## config.mk

```make
export PLATFORM = sky130hd
export DESIGN_NAME = bdf_framer_flat
export DESIGN_NICKNAME = d
export VERILOG_FILES = /design/src/verilog/bdf_pkg.sv /design/src/verilog/bdf_link_if.sv /design/src/verilog/bdf_framer.sv /design/src/flat_wrapper.sv
export SDC_FILE = /design/constraint.sdc
export NUM_CORES = 1
export LEC_CHECK = 0
export BUFFER_PORTS_ARGS = -buffer_cell sky130_fd_sc_hd__buf_2
export CAP_MARGIN = 25
export CORE_MARGIN = 2
export CORE_UTILIZATION = 27
export CTS_BUF_LIST = sky130_fd_sc_hd__clkbuf_4
export CTS_CLUSTER_DIAMETER = 100
export CTS_CLUSTER_SIZE = 40
export DETAILED_ROUTE_END_ITERATION = 12
export HOLD_SLACK_MARGIN = 0.15
export SYNTH_ARGS = -nofsm -noshare
export SYNTH_HDL_FRONTEND = slang
export SYNTH_HIERARCHICAL = 1
export SYNTH_SLANG_ARGS = --single-unit
```

## constraint.sdc

```tcl
create_clock -name ref_clk_i -period 6.3 [get_ports ref_clk_i]
set_clock_uncertainty 0.15 [all_clocks]
set_input_delay 0.945 -clock ref_clk_i [delete_from_list [all_inputs] [get_ports ref_clk_i]]
set_output_delay 0.945 -clock ref_clk_i [all_outputs]
set_load 0.02 [all_outputs]
```

## src/verilog/bdf_pkg.sv

```systemverilog
`default_nettype none
package bdf_pkg;

  // --------------------------------------------------------------------------
  // Time base
  // --------------------------------------------------------------------------
  localparam int CLK_PERIOD_NS    = 40;
  localparam int TICK_NS          = 1000;
  localparam int CYC_PER_TICK     = TICK_NS / CLK_PERIOD_NS;
  localparam int SUBTICK_DIV      = 64;
  localparam int SUB_STEP_INT     = SUBTICK_DIV / CYC_PER_TICK;
  localparam int SUB_STEP_REM     = SUBTICK_DIV % CYC_PER_TICK;
  localparam int TICK_W           = 26;
  localparam int MS_W             = 26;
  localparam int SUB_W            = 6;
  localparam int CYC_W            = 6;
  localparam int CFG_W            = 16;

  // --------------------------------------------------------------------------
  // Framing
  // --------------------------------------------------------------------------
  localparam int         FRAME_STEP_US    = 500;
  localparam int         FRAME_STEP_TICKS = FRAME_STEP_US * 1000 / TICK_NS;
  localparam logic [3:0] FRAME_CODE_MIN   = 4'h1;
  localparam logic [3:0] FRAME_CODE_MAX   = 4'hA;
  localparam int         FIFO_DEPTH       = 8;
  localparam int         NUM_MOD          = 3;
  localparam logic [2:0] GRP_SEQ_LAST     = 3'h5;
  localparam logic [1:0] MOD_QPSK         = 2'h0;
  localparam logic [1:0] MOD_QAM16        = 2'h1;
  localparam logic [1:0] MOD_QAM64        = 2'h2;
  localparam logic [1:0] BURST_CODE_CTRL  = 2'h0;
  localparam logic       FEC_ROBUST       = 1'b0;
  localparam logic       PHY_TDD          = 1'b0;
  localparam logic       PHY_FDD          = 1'b1;

  typedef logic [MS_W-1:0] bdf_ms_t;

  typedef enum logic [3:0] {
    REC_PREAMBLE = 4'h1,
    REC_DLMAP    = 4'h2,
    REC_BSID     = 4'h3,
    REC_GROUP    = 4'h4,
    REC_GAP      = 4'h5,
    REC_ULMAP    = 4'h6,
    REC_ACK      = 4'h7,
    REC_DCD      = 4'h8,
    REC_UCD      = 4'h9
  } bdf_kind_e;

  typedef struct packed {
    bdf_kind_e  kind;
    logic [1:0] mod;
    logic       short_pre;
    logic       fec;
    bdf_ms_t    payload;
  } bdf_rec_s;

  localparam int REC_W = $bits(bdf_rec_s);

  // --------------------------------------------------------------------------
  // Wrap-tolerant mini-slot arithmetic; clamped frame length in ticks
  // --------------------------------------------------------------------------
  function automatic bdf_ms_t ms_add(input bdf_ms_t a, input bdf_ms_t b);
    return a + b;
  endfunction

  function automatic logic ms_not_before(input bdf_ms_t a, input bdf_ms_t b);
    bdf_ms_t diff;
    diff = b - a;
    return ~diff[MS_W-1];
  endfunction

  function automatic logic [TICK_W-1:0] frame_ticks(input logic [3:0] code);
    logic [TICK_W-1:0] c;
    c = TICK_W'(code);
    if (code < FRAME_CODE_MIN) begin
      c = TICK_W'(FRAME_CODE_MIN);
    end
    if (code > FRAME_CODE_MAX) begin
      c = TICK_W'(FRAME_CODE_MAX);
    end
    return TICK_W'(c * TICK_W'(FRAME_STEP_TICKS));
  endfunction

endpackage
`default_nettype wire

```

## src/verilog/bdf_link_if.sv

```systemverilog
`timescale 1ns/1ns
`default_nettype none
interface bdf_link_if;
  logic               valid;
  logic               ready;
  bdf_pkg::bdf_rec_s  rec;

  modport framer   (output valid, output rec, input ready);
  modport receiver (input valid, input rec, output ready);
endinterface
`default_nettype wire

```

## src/verilog/bdf_framer.sv

```systemverilog
`timescale 1ns/1ns
`default_nettype none

// ----------------------------------------------------------------------------
// Record FIFO
// ----------------------------------------------------------------------------
module bdf_fifo #(
  parameter int WIDTH = 8,
  parameter int DEPTH = 8
) (
  input  wire logic             ref_clk_i,
  input  wire logic             rstn_i,
  input  wire logic             in_valid_i,
  output logic                  in_ready_o,
  input  wire logic [WIDTH-1:0] in_data_i,
  output logic                  out_valid_o,
  input  wire logic             out_ready_i,
  output logic      [WIDTH-1:0] out_data_o
);
  localparam int AW = $clog2(DEPTH);
  localparam logic [AW:0] FULL_CNT = (AW+1)'(DEPTH);

  typedef struct packed {
    logic [DEPTH-1:0][WIDTH-1:0] mem;
    logic [AW-1:0]               wr;
    logic [AW-1:0]               rd;
    logic [AW:0]                 cnt;
  } bdf_fifo_s;

  bdf_fifo_s q;
  bdf_fifo_s d;
  logic      push;
  logic      pop;

  always_comb begin
    d    = q;
    push = in_valid_i && (q.cnt != FULL_CNT);
    pop  = out_ready_i && (q.cnt != '0);
    if (push) begin
      d.mem[q.wr] = in_data_i;
      d.wr        = q.wr + 1'b1;
    end
    if (pop) begin
      d.rd = q.rd + 1'b1;
    end
    d.cnt = q.cnt + (AW+1)'(push) - (AW+1)'(pop);
  end

  always_ff @(posedge ref_clk_i or negedge rstn_i) begin
    if (!rstn_i) begin
      q <= '0;
    end else begin
      q <= d;
    end
  end

  assign in_ready_o  = (q.cnt != FULL_CNT);
  assign out_valid_o = (q.cnt != '0);
  assign out_data_o  = q.mem[q.rd];
endmodule

// ----------------------------------------------------------------------------
// Base station downlink framer and time base
// ----------------------------------------------------------------------------
module bdf_framer (
  input  wire logic                         ref_clk_i,
  input  wire logic                         rstn_i,
  input  wire logic                         en_i,
  input  wire logic                         phy_type_i,
  input  wire logic                         subburst_i,
  input  wire logic [3:0]                   frame_code_i,
  input  wire logic [bdf_pkg::CFG_W-1:0]    ticks_per_ms_i,
  input  wire logic [bdf_pkg::CFG_W-1:0]    ctrl_len_i,
  input  wire logic [2:0][bdf_pkg::CFG_W-1:0] grp_len_i,
  input  wire logic [2:0]                   fec_split_i,
  input  wire logic [bdf_pkg::CFG_W-1:0]    ttg_len_i,
  input  wire logic [2:0]                   ul_chan_cnt_i,
  input  wire logic                         send_dcd_i,
  input  wire logic                         send_ucd_i,
  input  wire logic [bdf_pkg::CFG_W-1:0]    bs_id_i,
  input  wire bdf_pkg::bdf_ms_t             ack_ms_i,
  output logic      [bdf_pkg::TICK_W-1:0]   tick_o,
  output logic      [bdf_pkg::SUB_W-1:0]    subtick_o,
  output bdf_pkg::bdf_ms_t                  minislot_o,
  output logic                              frame_start_o,
  output logic                              frame_misalign_o,
  output logic                              frame_overrun_o,
  output logic                              busy_o,
  bdf_link_if.framer                        link
);
  import bdf_pkg::*;

  typedef enum logic [9:0] {
    S_IDLE  = 10'b0000000001,
    S_PRE   = 10'b0000000010,
    S_DLMAP = 10'b0000000100,
    S_BSID  = 10'b0000001000,
    S_GROUP = 10'b0000010000,
    S_GAP   = 10'b0000100000,
    S_ULMAP = 10'b0001000000,
    S_ACK   = 10'b0010000000,
    S_DCD   = 10'b0100000000,
    S_UCD   = 10'b1000000000
  } bdf_state_e;

  typedef struct packed {
    logic [CYC_W-1:0]  cyc;
    logic [SUB_W-1:0]  sub;
    logic [CYC_W-1:0]  rem;
    logic [TICK_W-1:0] tick;
    logic [CFG_W-1:0]  msdiv;
    bdf_ms_t           ms;
    logic [TICK_W-1:0] ftick;
    bdf_state_e        st;
    logic [TICK_W-1:0] ts;
    bdf_ms_t           frame_ms;
    bdf_ms_t           grp_ms;
    logic [2:0]        grp_idx;
    logic [2:0]        chan;
    logic              frame_start;
    logic              misalign;
    logic              overrun;
    logic              busy;
  } bdf_framer_s;

  bdf_framer_s       q;
  bdf_framer_s       d;
  bdf_rec_s          rec;
  logic              push;
  logic              fifo_ready;
  logic [REC_W-1:0]  fifo_out;
  logic              tick_now;
  logic [CYC_W-1:0]  rem_sum;
  logic              carry;
  logic [CFG_W-1:0]  m_div;
  logic [1:0]        gmod;
  logic [CFG_W-1:0]  gfull;
  logic [CFG_W-1:0]  glen;
  logic [3:0]        fcode;

  // --------------------------------------------------------------------------
  // Next state
  // --------------------------------------------------------------------------
  always_comb begin
    d             = q;
    d.frame_start = 1'b0;
    d.overrun     = 1'b0;
    rec           = '0;
    rec.mod       = BURST_CODE_CTRL;
    rec.fec       = FEC_ROBUST;
    push          = 1'b0;
    tick_now      = (q.cyc == CYC_W'(CYC_PER_TICK - 1));
    rem_sum       = q.rem + CYC_W'(SUB_STEP_REM);
    carry         = (rem_sum >= CYC_W'(CYC_PER_TICK));
    m_div         = (ticks_per_ms_i == '0) ? CFG_W'(1) : ticks_per_ms_i;
    // The preamble must announce the clamped code, since that is the one that sets the period.
    fcode         = (frame_code_i < FRAME_CODE_MIN) ? FRAME_CODE_MIN : frame_code_i;
    fcode         = (fcode > FRAME_CODE_MAX) ? FRAME_CODE_MAX : fcode;
    gmod          = subburst_i ? (2'(NUM_MOD - 1) - q.grp_idx[2:1]) : q.grp_idx[2:1];
    gfull         = grp_len_i[gmod];
    if (!fec_split_i[gmod]) begin
      glen = q.grp_idx[0] ? '0 : gfull;
    end else begin
      glen = q.grp_idx[0] ? (gfull >> 1) : (gfull - (gfull >> 1));
    end

    // Sub-tick phase advances 64/25 per cycle, carried exactly so that a tick is 64 sub-ticks.
    if (tick_now) begin
      d.cyc  = '0;
      d.sub  = '0;
      d.rem  = '0;
      d.tick = q.tick + 1'b1;
      if (q.msdiv >= m_div - 1'b1) begin
        d.msdiv = '0;
        d.ms    = ms_add(q.ms, MS_W'(1));
      end else begin
        d.msdiv = q.msdiv + 1'b1;
      end
      if (q.ftick >= frame_ticks(frame_code_i) - 1'b1) begin
        d.ftick       = '0;
        d.frame_start = 1'b1;
        d.ts          = d.tick;
        d.frame_ms    = d.ms;
        d.grp_ms      = ms_add(d.ms, MS_W'(ctrl_len_i));
        d.misalign    = (d.msdiv != '0);
        if (q.st != S_IDLE) begin
          d.overrun = 1'b1;
        end else if (en_i) begin
          d.st = S_PRE;
        end
      end else begin
        d.ftick = q.ftick + 1'b1;
      end
    end else begin
      d.cyc = q.cyc + 1'b1;
      d.rem = carry ? (rem_sum - CYC_W'(CYC_PER_TICK)) : rem_sum;
      d.sub = q.sub + SUB_W'(SUB_STEP_INT) + SUB_W'(carry);
    end

    // A stalled FIFO holds the sequencer; a frame that starts while it is still busy is dropped.
    unique case (q.st)
      S_IDLE: begin
      end
      S_PRE: begin
        rec.kind    = REC_PREAMBLE;
        rec.payload = bdf_ms_t'({phy_type_i, fcode});
        push        = 1'b1;
        if (fifo_ready) d.st = S_DLMAP;
      end
      S_DLMAP: begin
        rec.kind    = REC_DLMAP;
        rec.payload = bdf_ms_t'(q.ts);
        push        = 1'b1;
        if (fifo_ready) d.st = S_BSID;
      end
      S_BSID: begin
        rec.kind    = REC_BSID;
        rec.payload = bdf_ms_t'(bs_id_i);
        push        = 1'b1;
        if (fifo_ready) begin
          d.st      = S_GROUP;
          d.grp_idx = '0;
        end
      end
      S_GROUP: begin
        rec.kind      = REC_GROUP;
        rec.mod       = gmod;
        rec.fec       = q.grp_idx[0];
        rec.short_pre = subburst_i;
        rec.payload   = q.grp_ms;
        push          = (glen != '0);
        if (!push || fifo_ready) begin
          d.grp_ms = ms_add(q.grp_ms, MS_W'(glen));
          d.grp_idx = q.grp_idx + 1'b1;
          d.chan    = '0;
          if (q.grp_idx == GRP_SEQ_LAST) begin
            d.st = (phy_type_i == PHY_TDD) ? S_GAP : S_ULMAP;
          end
        end
      end
      S_GAP: begin
        rec.kind    = REC_GAP;
        rec.payload = q.grp_ms;
        push        = 1'b1;
        if (fifo_ready) d.st = S_ULMAP;
      end
      S_ULMAP: begin
        rec.kind    = REC_ULMAP;
        rec.payload = (phy_type_i == PHY_TDD) ? ms_add(q.grp_ms, MS_W'(ttg_len_i)) : q.frame_ms;
        push        = (q.chan != ul_chan_cnt_i);
        if (!push) begin
          d.st = S_DCD;
        end else if (fifo_ready) begin
          d.st = S_ACK;
        end
      end
      S_ACK: begin
        rec.kind    = REC_ACK;
        rec.payload = ack_ms_i;
        push        = 1'b1;
        if (fifo_ready) begin
          d.st   = S_ULMAP;
          d.chan = q.chan + 1'b1;
        end
      end
      S_DCD: begin
        rec.kind = REC_DCD;
        push     = send_dcd_i;
        if (!push || fifo_ready) d.st = S_UCD;
      end
      S_UCD: begin
        rec.kind = REC_UCD;
        push     = send_ucd_i;
        if (!push || fifo_ready) d.st = S_IDLE;
      end
      default: begin
        d.st = S_IDLE;
      end
    endcase
    d.busy = (d.st != S_IDLE);
  end

  always_ff @(posedge ref_clk_i or negedge rstn_i) begin
    if (!rstn_i) begin
      q    <= '0;
      q.st <= S_IDLE;
    end else begin
      q <= d;
    end
  end

  // --------------------------------------------------------------------------
  // Link buffer
  // --------------------------------------------------------------------------
  bdf_fifo #(
    .WIDTH (REC_W),
    .DEPTH (FIFO_DEPTH)
  ) u_fifo (
    .ref_clk_i   (ref_clk_i),
    .rstn_i      (rstn_i),
    .in_valid_i  (push),
    .in_ready_o  (fifo_ready),
    .in_data_i   (rec),
    .out_valid_o (link.valid),
    .out_ready_i (link.ready),
    .out_data_o  (fifo_out)
  );

  assign link.rec         = bdf_rec_s'(fifo_out);
  assign tick_o           = q.tick;
  assign subtick_o        = q.sub;
  assign minislot_o       = q.ms;
  assign frame_start_o    = q.frame_start;
  assign frame_misalign_o = q.misalign;
  assign frame_overrun_o  = q.overrun;
  assign busy_o           = q.busy;
endmodule
`default_nettype wire

```

## src/flat_wrapper.sv

```systemverilog
// flat-port wrapper written by rule: the top's interface ports become plain ports
module bdf_framer_flat import bdf_pkg::*;
  (ref_clk_i, rstn_i, en_i, phy_type_i, subburst_i, frame_code_i, ticks_per_ms_i, ctrl_len_i, grp_len_i, fec_split_i, ttg_len_i, ul_chan_cnt_i, send_dcd_i, send_ucd_i, bs_id_i, ack_ms_i, tick_o, subtick_o, minislot_o, frame_start_o, frame_misalign_o, frame_overrun_o, busy_o, link_valid, link_rec, link_ready);
  bdf_link_if link_i ();
  input  wire logic ref_clk_i;
  input  wire logic rstn_i;
  input  wire logic en_i;
  input  wire logic phy_type_i;
  input  wire logic subburst_i;
  input  wire logic [3:0] frame_code_i;
  input  wire logic [bdf_pkg::CFG_W-1:0] ticks_per_ms_i;
  input  wire logic [bdf_pkg::CFG_W-1:0] ctrl_len_i;
  input  wire logic [2:0][bdf_pkg::CFG_W-1:0] grp_len_i;
  input  wire logic [2:0] fec_split_i;
  input  wire logic [bdf_pkg::CFG_W-1:0] ttg_len_i;
  input  wire logic [2:0] ul_chan_cnt_i;
  input  wire logic send_dcd_i;
  input  wire logic send_ucd_i;
  input  wire logic [bdf_pkg::CFG_W-1:0] bs_id_i;
  input  wire bdf_pkg::bdf_ms_t ack_ms_i;
  output logic      [bdf_pkg::TICK_W-1:0] tick_o;
  output logic      [bdf_pkg::SUB_W-1:0] subtick_o;
  output bdf_pkg::bdf_ms_t minislot_o;
  output logic frame_start_o;
  output logic frame_misalign_o;
  output logic frame_overrun_o;
  output logic busy_o;
  output wire logic [$bits(link_i.valid)-1:0] link_valid;
  output wire logic [$bits(link_i.rec)-1:0] link_rec;
  input wire logic [$bits(link_i.ready)-1:0] link_ready;
  assign link_valid = link_i.valid;
  assign link_rec = link_i.rec;
  assign link_i.ready = link_ready;
  bdf_framer u_core (.ref_clk_i(ref_clk_i), .rstn_i(rstn_i), .en_i(en_i), .phy_type_i(phy_type_i), .subburst_i(subburst_i), .frame_code_i(frame_code_i), .ticks_per_ms_i(ticks_per_ms_i), .ctrl_len_i(ctrl_len_i), .grp_len_i(grp_len_i), .fec_split_i(fec_split_i), .ttg_len_i(ttg_len_i), .ul_chan_cnt_i(ul_chan_cnt_i), .send_dcd_i(send_dcd_i), .send_ucd_i(send_ucd_i), .bs_id_i(bs_id_i), .ack_ms_i(ack_ms_i), .tick_o(tick_o), .subtick_o(subtick_o), .minislot_o(minislot_o), .frame_start_o(frame_start_o), .frame_misalign_o(frame_misalign_o), .frame_overrun_o(frame_overrun_o), .busy_o(busy_o), .link(link_i));
endmodule
```

==> results of run 1 <==
-- placed cells by master (no fill, tap or decap), types with 14 or more instances in the layout --
cell type    n
xnor2_1    141
mux2i_1     23
nand4_1     28
a222oi_1    19
and3_1      46
nor2_2      24
mux2_4      31
buf_6       15
buf_4      328
a21o_1      34
nor2b_1     14
a21oi_1     86
a22oi_1     16
and2_1      17
mux2_2     286
o21ai_0    127
o21ai_1     51
o21a_1      20
xor2_1      80
mux4_2      68
nand2_1    225
inv_1       89
nand3_1     92
nor2_1     181
buf_12      27
nand2b_1    23
buf_2      249
or3_1       17
ha_1       148
dfrtp_1    488
clkbuf_4    31
nor2_4      19
nor3_1      50
-- repair_timing --
item | CTS | global route
hold endpoints to repair | 100 | 0
hold buffers | 7 | 0
gates resized for setup | 45 | 159
pin swaps | 28 | 35
endpoints found under the setup margin | 40 | 191
buffers inserted | 15 | 17
cloned | 1 | 5
-- flip-flops by register name, indices dropped and copies added (netlist names) --
signal / cells
u_core/frame_misalign_o: 1
u_core/subtick_o: 6
u_core/frame_start_o: 1
u_core/q: 148
u_core/u_fifo/q: 282
u_core/busy_o: 1
u_core/tick_o: 26
u_core/frame_overrun_o: 1
u_core/minislot_o: 26
-- metal layers --
metal / wire length, um / vias up / global-route usage / share of wire
met2: 43600 / 750 / 0.249 / 0.44
li1: - / 11579 / - / -
met3: 8550 / 101 / 0.0425 / 0.086
met5: 83 / - / 0 / 0.00083
met1: 44800 / 12425 / 0.232 / 0.45
met4: 2390 / 12 / 0.0389 / 0.024
-- through the flow --
stage          power [mW]   util  area [sq um]  setup TNS [ps]  setup slack (ps)
2_1_floorplan        5.40      -         31400          -71240              -745
3_3_place_gp         6.64  0.317         36200         -153110             -1150
3_5_place_dp         6.66  0.317         36200         -152630             -1330
4_1_cts              8.17  0.324         37000               0              3.94
5_1_grt              8.75  0.332         37900          -25370              -312
6_report             8.23  0.332         37900           -3740             -97.2
-- power by group through the flow --
stage	Sequential, mW	Clock (mW)	Combinational [mW]
after global routing	3.49	1.60	3.66
final	3.46	1.43	3.34
after floorplan	3.36	0	2.04
after global placement	3.51	0	3.13
after CTS	3.46	1.49	3.22
after detailed placement	3.51	0	3.15
-- cell families (layout without fill, tap and decap cells) --
| family | count (synthesis) | count (layout) | synth area share |
|---|---|---|---|
| adders and majority gates | 170 | 170 | 0.0713 |
| muxes | 418 | 418 | 0.179 |
| and+or+nand+nor | 829 | 829 | 0.128 |
| buffers and inverters | 293 | 780 | 0.0468 |
| other | 0 | 4 | 0 |
| AOI/OAI and AO/OA | 536 | 536 | 0.113 |
| xor gates and xnor gates | 229 | 229 | 0.0648 |
| DFF | 492 | 492 | 0.396 |
-- worst max-delay path by stage --
stage,slack (ps),startpoint,endpoint,cells past startpoint
5_1_grt,-310,frame_code_i[1],u_core/q[12],33
2_1_floorplan,-750,frame_code_i[1],u_core/q[30],29
4_1_cts,4,frame_code_i[1],u_core/q[22],30
3_3_place_gp,-1150,ticks_per_ms_i[8],u_core/q[34],33
3_5_place_dp,-1330,ticks_per_ms_i[8],u_core/q[35],30
6_report,-100,frame_code_i[1],u_core/q[34],31
-- cell type report --
cell class	instances	share of cell area
flip-flops and latches	492	0.325
clock inverters	12	0.00608
multi-input cells	2182	0.477
clock buffers	28	0.00555
repair buffers	641	0.126
well taps	1512	0.0500
diodes	4	0.000264
inverters	99	0.0105
-- synth_stat cells (19+ instances only) --
cell | instances | area share
nand4_1 | 28 | 0.0056
a21o_1 | 34 | 0.0082
mux4_2 | 68 | 0.049
or3_1 | 19 | 0.0038
nor3_1 | 54 | 0.0087
nand3_1 | 92 | 0.015
nand2_1 | 240 | 0.029
a21oi_1 | 99 | 0.016
mux2_2 | 286 | 0.10
o21a_1 | 20 | 0.0048
buf_2 | 28 | 0.0045
inv_1 | 92 | 0.011
a222oi_1 | 19 | 0.0061
buf_4 | 67 | 0.016
o21ai_0 | 183 | 0.029
mux2_4 | 31 | 0.015
mux2i_1 | 23 | 0.0074
nand2b_1 | 24 | 0.0048
clkbuf_1 | 81 | 0.0098
nor2_1 | 224 | 0.027
dfrtp_1 | 491 | 0.40
xor2_1 | 82 | 0.023
and3_1 | 46 | 0.0093
xnor2_1 | 146 | 0.041
ha_1 | 157 | 0.063
-- worst reg2reg max path: cells and delay by family (launching register included) --
kind | cells | cell delay, ps
AO/OA/AOI/OAI | 13 | 2880
XOR/XNOR | 2 | 370
adder cells (fa/ha/maj) | 3 | 790
buffers and inverters | 5 | 760
flip-flops | 1 | 550
multiplexers | 1 | 340
AND/OR/NAND/NOR | 2 | 310
==> metrics.md, run 1 <==
| Metric | Value |
|---|---|
| Failing checks | setup timing |
| Fill cell instance count of the final layout | between 10000 and 15000 |
| Storage cell area | roughly 12000 sq um |
| Count of buffer and inverter cells on the critical path | 5 |
| Clock sink count | a little under 500 |
| Start of the worst register-to-register path | u_core/q[9] |
| Hold Path Depth | 1 |
| Deepest clock path buffer count | 3 |
| Clock tree from TritonCTS | built |
| Routed WL per cell | approximately 20 um |
| Max-Cap Viols | 0 |
| Endpoint kind of the worst setup timing path | flip-flop |
| RSZ-0062 raised after global routing | yes |
| Nets | between 3000 and 4000 |
| Headroom to the max-slew limit | 0.310 |
| Buffer type at the clock tree root | clkbuf_4 |
| Period Utilization, post-route | 1.02 |
| Share of final-layout standard cells stronger than drive strength 1 | 0.356 |
| Multi-input gate area in the final layout | roughly 18000 sq um |
| First-pass detailed-route iteration total | 7 |
| Post-synth EDFFs | 0 |
| Final hold violation count | 0 |
| Post-route minimum period | about 6400 ps |
| Final instance count without filler cells | approximately 5000 |
| Most used flip-flop cell after synthesis | dfrtp_1 |
| Total via count in the routed design | 24867 |
| Sum of routed wire length over all layers | a little under 100 mm |
| Inst Count DP | a little under 5000 |
| Global Route Usage Sum | 0.164 |
| Sw power | ~3 mW |
| Share of power burned in registers | 0.421 |
| Die X-Extent | 343 um |
| Achievable clock frequency | between 0.15 and 0.2 GHz |
| End point of the most critical hold path | u_core/q[209] |
| Clock slew at reported path FFs | 400 ps |
| Vias/cell | ~5 |
| Overall overflow remaining after global route | 0 |
| Length in cells of the worst reg-to-reg path | 26 |
| Inserted Clock Buffers | 22 |
| Worst Setup Start Kind | input pin |
| Starting utilization of the core area | 0.272 |
| Number of global-route vias before repair | about 24000 |
| Leakage Power | between 15 and 20 nW |
| Stage delay of the slowest cell on the critical path | between 500 and 600 ps |
| Global placement routability congestion | 0.894 |
| Fraction of power consumed by the clock network | 0.174 |
| Input/output buffers | 252 |
| Cell Int Power | 5.14 mW |
| Clock network latency to the later pin of the worst-skew pair | between 900 and 1000 ps |
| Core outline area | 114000 sq um |
| Area Overhead vs Synth | 21.9% |
| Kind of critical path | input pin to flip-flop |
| Setup slack of the worst register-to-register path | 180 ps |
| Async set or reset register ratio after synthesis | 1.00 |
| CP Data Arrival Time | roughly 7200 ps |
| Status | finished with violations |
| Number of H-tree levels | 1 |
| Power Dens Cells | between 200 and 250 nW/um^2 |
| Final Setup Violations | 80 |
| Final Hold Slack | between 300 and 400 ps |
| First-pass GRT wire length | around 150 mm |
| Number of violations reported at the end of detailed-routing iteration 0 | about 2000 |
| Net switching fraction of the power | 0.375 |
| Total standard cell area after synthesis | just over 30000 sq um |
| Max VDD drop | between 0.1 and 0.15 mV |
| Min-Delay Startpoint | u_core/q[209] |
| Number of slew-limit violations in the final report | 0 |
| Worst-case setup margin in the final layout | -97.2 ps |
| Antenna violations before repair | 10 |
| Top-level port count | about 250 |
| Count of warnings emitted by yosys | 6 |
| Total of flip-flops plus latches after synthesis | just under 500 |
| Distinct cell type count of the synthesized netlist | 94 |
| Placement row count | between 100 and 150 |
| Slowest cell on the critical path | fa_1 |
| Post-detailed-route DRC marker count | 0 |
| HPWL Detailed | 74.7 mm |
| Vertical extent of the die | roughly 340 um |
| Fraction of the yosys area taken by sequential cells | 0.396 |
| Top Family by Delay on Critical Path | adder cells |
| Class of the tightest hold or removal check | flip-flop to flip-flop |
| Nets in the synthesized netlist | between 3000 and 4000 |
| Data required, critical path | 7090 ps |
| Post-synthesis area per instance | 10.5 sq um |
| Transition time at the pin with the least slew margin | about 1000 ps |
| Maximum number of pins on one net before global-route repair | 152 |
| Residual antenna-violating net count after detailed routing | 0 |
| Area of the die | approximately 120000 sq um |
| Critical register-to-register path endpoint | u_core/q[33] |
| Cells after synthesis | a little under 3000 |
| Highest fanout seen on the critical path | 7 |
| Combinational power share | 0.405 |
Power figures use the tool's default switching activity.
==> run 2: changes to the inputs <==
--- a/config.mk
+++ b/config.mk
@@ -14,6 +14,7 @@
 export CTS_CLUSTER_SIZE = 40
 export DETAILED_ROUTE_END_ITERATION = 12
 export HOLD_SLACK_MARGIN = 0.15
+export SKIP_CTS_REPAIR_TIMING = 1
 export SYNTH_ARGS = -nofsm -noshare
 export SYNTH_HDL_FRONTEND = slang
 export SYNTH_HIERARCHICAL = 1
==> run 2 against run 1 <==
  * The flow still finishes with violations (setup timing)
  * Die area stayed put
  * Count of clock-buffer cells in the layout is the same
  * Fmax up 0.98%
  * Sequential power barely moved
  * Critical path type unchanged
  * Critical endpoint unchanged
==> metrics.md, run 2 (synthesis results as in run 1) <==
| Metric | Value |
|---|---|
| Total negative setup slack | -185 ps (+3550 ps) |
| Global placement routability congestion | 0.894 (unchanged) |
| Sw power | 3.06 mW (-0.99%) |
| Achievable clock frequency | 0.158 GHz (+0.98%) |
| Area Overhead vs Synth | 21.2% |
| Residual antenna-violating net count after detailed routing | 0 (unchanged) |
| Total via count in the routed design | 24741 (-0.51%) |
| Global-route track usage on met3 | 0.0375 (-0.00504) |
| Highest fanout seen on the critical path | 5 (-2) |
| Number of global-route vias before repair | 23786 (-0.82%) |
| Largest registers | u_core/u_fifo/q (282), u_core/q (148) |
| Combinational power share | 0.401 (-0.004) |
| Worst Setup Start Kind | input pin |
| Area of the die | 118000 sq um (unchanged) |
| First-pass GRT wire length | 148 mm (-0.48%) |
| Failing checks | setup timing |
| Vias/cell | 4.99 (-0.31%) |
| Worst-case setup margin in the final layout | -35.4 ps (+61.8 ps) |
| Deepest clock path buffer count | 3 (unchanged) |
| Most frequent standard cell in the layout excluding fill and tap cells | dfrtp_1 |
| Period Utilization, post-route | 1.01 (-0.00981) |
| Inserted Clock Buffers | 22 (unchanged) |
| Antenna violations before repair | 10 (unchanged) |
| Kind of critical path | input pin to flip-flop |
| Headroom to the max-slew limit | 0.315 (+0.00433) |
| Max-Cap Viols | 0 (unchanged) |
| Nets | 3755 (-0.21%) |
| Max VDD drop | 0.137 mV (-0.86%) |
| Clock tree from TritonCTS | built |
| Input/output buffers | 252 (unchanged) |
| GR met2 Demand/Resource | 0.252 (+0.00244) |
| Overall overflow remaining after global route | 0 (unchanged) |
| Most frequent cells in the layout | 488 x dfrtp_1, 329 x buf_4, 286 x mux2_2, 250 x buf_2, 233 x nand2_1 |
| Fraction of power consumed by the clock network | 0.175 (about the same) |
| Number of slew-limit violations in the final report | 0 (unchanged) |
| Clock sink count | 492 (unchanged) |
| Leakage Power | 17.8 nW (-0.33%) |
| Vertical extent of the die | 343 um (unchanged) |
| Net switching fraction of the power | 0.374 (-0.000994) |
| Final hold violation count | 0 (unchanged) |
| Total placed instance area | 36200 sq um (unchanged) |
| Multi-input gate area in the final layout | 18000 sq um (-0.40%) |
| Clock slew at reported path FFs | 400 ps (about the same) |
| Share of power burned in registers | 0.424 (+0.003) |
| Share of final-layout standard cells stronger than drive strength 1 | 0.349 (-0.00614) |
| RSZ-0062 raised after global routing | yes |
| Post-route minimum period | 6340 ps (-61.8 ps) |
| Fill cell instance count of the final layout | 11699 (+0.20%) |
| Number of flip-flops in the largest register | 282 (unchanged) |
| Worst slack at placement | -1330 ps (unchanged) |
| Stage delay of the slowest cell on the critical path | 520 ps (-30 ps) |
| Data required, critical path | 7080 ps (about the same) |
| Transition time at the pin with the least slew margin | 1030 ps (-6.49 ps) |
| Sum of routed wire length over all layers | 99.2 mm (-0.33%) |
| Starting utilization of the core area | 0.272 (unchanged) |
| Placement row count | 124 (unchanged) |
| Slowest cell on the critical path | fa_1 |
| Storage cell area | 12300 sq um (unchanged) |
| Class of the tightest hold or removal check | input pin to flip-flop |
| Buffer type at the clock tree root | clkbuf_4 |
| Cell Int Power | 5.11 mW (-0.57%) |
| M1 GR Usage | 0.234 (+0.00201) |
| First-pass detailed-route iteration total | 6 (-1) |
| Post-route cell area | 37600 sq um (-0.56%) |
| Global route hottest layer | met2 |
| Register containing the most flip-flops in the final layout | u_core/u_fifo/q |
| CP Data Arrival Time | 7110 ps (-70 ps) |
| Status | finished with violations |
| HPWL Detailed | 74.7 mm (unchanged) |
| Core utilization of the finished layout | 0.330 (-0.00185) |
| Maximum number of pins on one net before global-route repair | 152 (unchanged) |
| Core outline area | 114000 sq um (unchanged) |
| Endpoint kind of the worst setup timing path | flip-flop |
| Post-detailed-route DRC marker count | 0 (unchanged) |
| Clock network latency to the later pin of the worst-skew pair | 990 ps (about the same) |
| Top-level port count | 253 (unchanged) |
| Final Setup Violations | 10 (-88%) |
| Number of H-tree levels | 1 (unchanged) |
| Number of violations reported at the end of detailed-routing iteration 0 | 1876 (-4.4%) |
| Global Route Usage Sum | 0.163 (-0.00112) |
| Sum of internal, switching and leakage power | 8.17 mW (-0.73%) |
| Routed WL per cell | 20.0 um (-0.13%) |
| Power Dens Cells | 217 nW/um^2 (-0.17%) |
| Die X-Extent | 343 um (unchanged) |
-- run 2: cell types whose count changed in the layout (fill, tap and decap cells not counted), sizes merged --
| cell | previous run | this run |
|---|---|---|
| clkbuf | 35 | 37 |
| diode | 4 | 2 |
| buf | 627 | 618 |
| clkinv | 8 | 7 |
| inv | 102 | 103 |
| dlygate4sd3 | 7 | 6 |
-- run 2: through the flow --
stage                     hold slack (ps)  instances
after floorplan                       287       2967
after global placement                304       4879
after detailed placement              308       4881
after CTS                            -246       4921
after global routing                  162       4960
final                                 225       4960
-- run 2: final cells by class --
| type | count | area share |
|---|---|---|
| multi-input cells | 2182 | 0.477 |
| flip-flops and latches | 492 | 0.327 |
| repair buffers | 633 | 0.123 |
| well taps | 1512 | 0.0502 |
| inverters | 99 | 0.0103 |
| clock inverters | 12 | 0.00611 |
| clock buffers | 28 | 0.00558 |
| diodes | 2 | 0.000133 |
-- run 2: per-layer routing --
| metal | vias to the layer above | routed length, um |
|---|---|---|
| li1 | 11565 | - |
| met3 | 80 | 8220 |
| met5 | - | 83 |
| met1 | 12364 | 45200 |
| met2 | 720 | 44100 |
| met4 | 12 | 1620 |
-- run 2: worst paths after layout --
path / slack [ps] / start / cells after the start / end
max reg2reg: 230 / u_core/q[9] / 23 / u_core/q[34]
min: 230 / ul_chan_cnt_i[0] / 4 / u_core/q[96]
min reg2reg: 330 / u_core/q[209] / 1 / u_core/q[209]
max: -40 / frame_code_i[1] / 32 / u_core/q[34]
min in group asynchronous: 370 / rstn_i / 2 / u_core/u_fifo/q[249]
max in group asynchronous: 4180 / rstn_i / 3 / u_core/tick_o[9]
-- run 2: worst max-delay path, delay by kind of cell --
kind | cells | cell delay [ps]
adders and majority gates | 7 | 2400
AOI/OAI and AO/OA | 11 | 2030
and+or+nand+nor | 7 | 1040
buffers and inverters | 6 | 560
xor gates and xnor gates | 1 | 130
-- run 2: power by group through the flow --
stage	clock, mW	combinational [mW]	sequential [mW]
CTS	1.49	3.17	3.46
finish	1.43	3.28	3.46
global placement	0	3.13	3.51
global route	1.59	3.61	3.49
floorplan	0	2.04	3.36
detailed placement	0	3.15	3.51
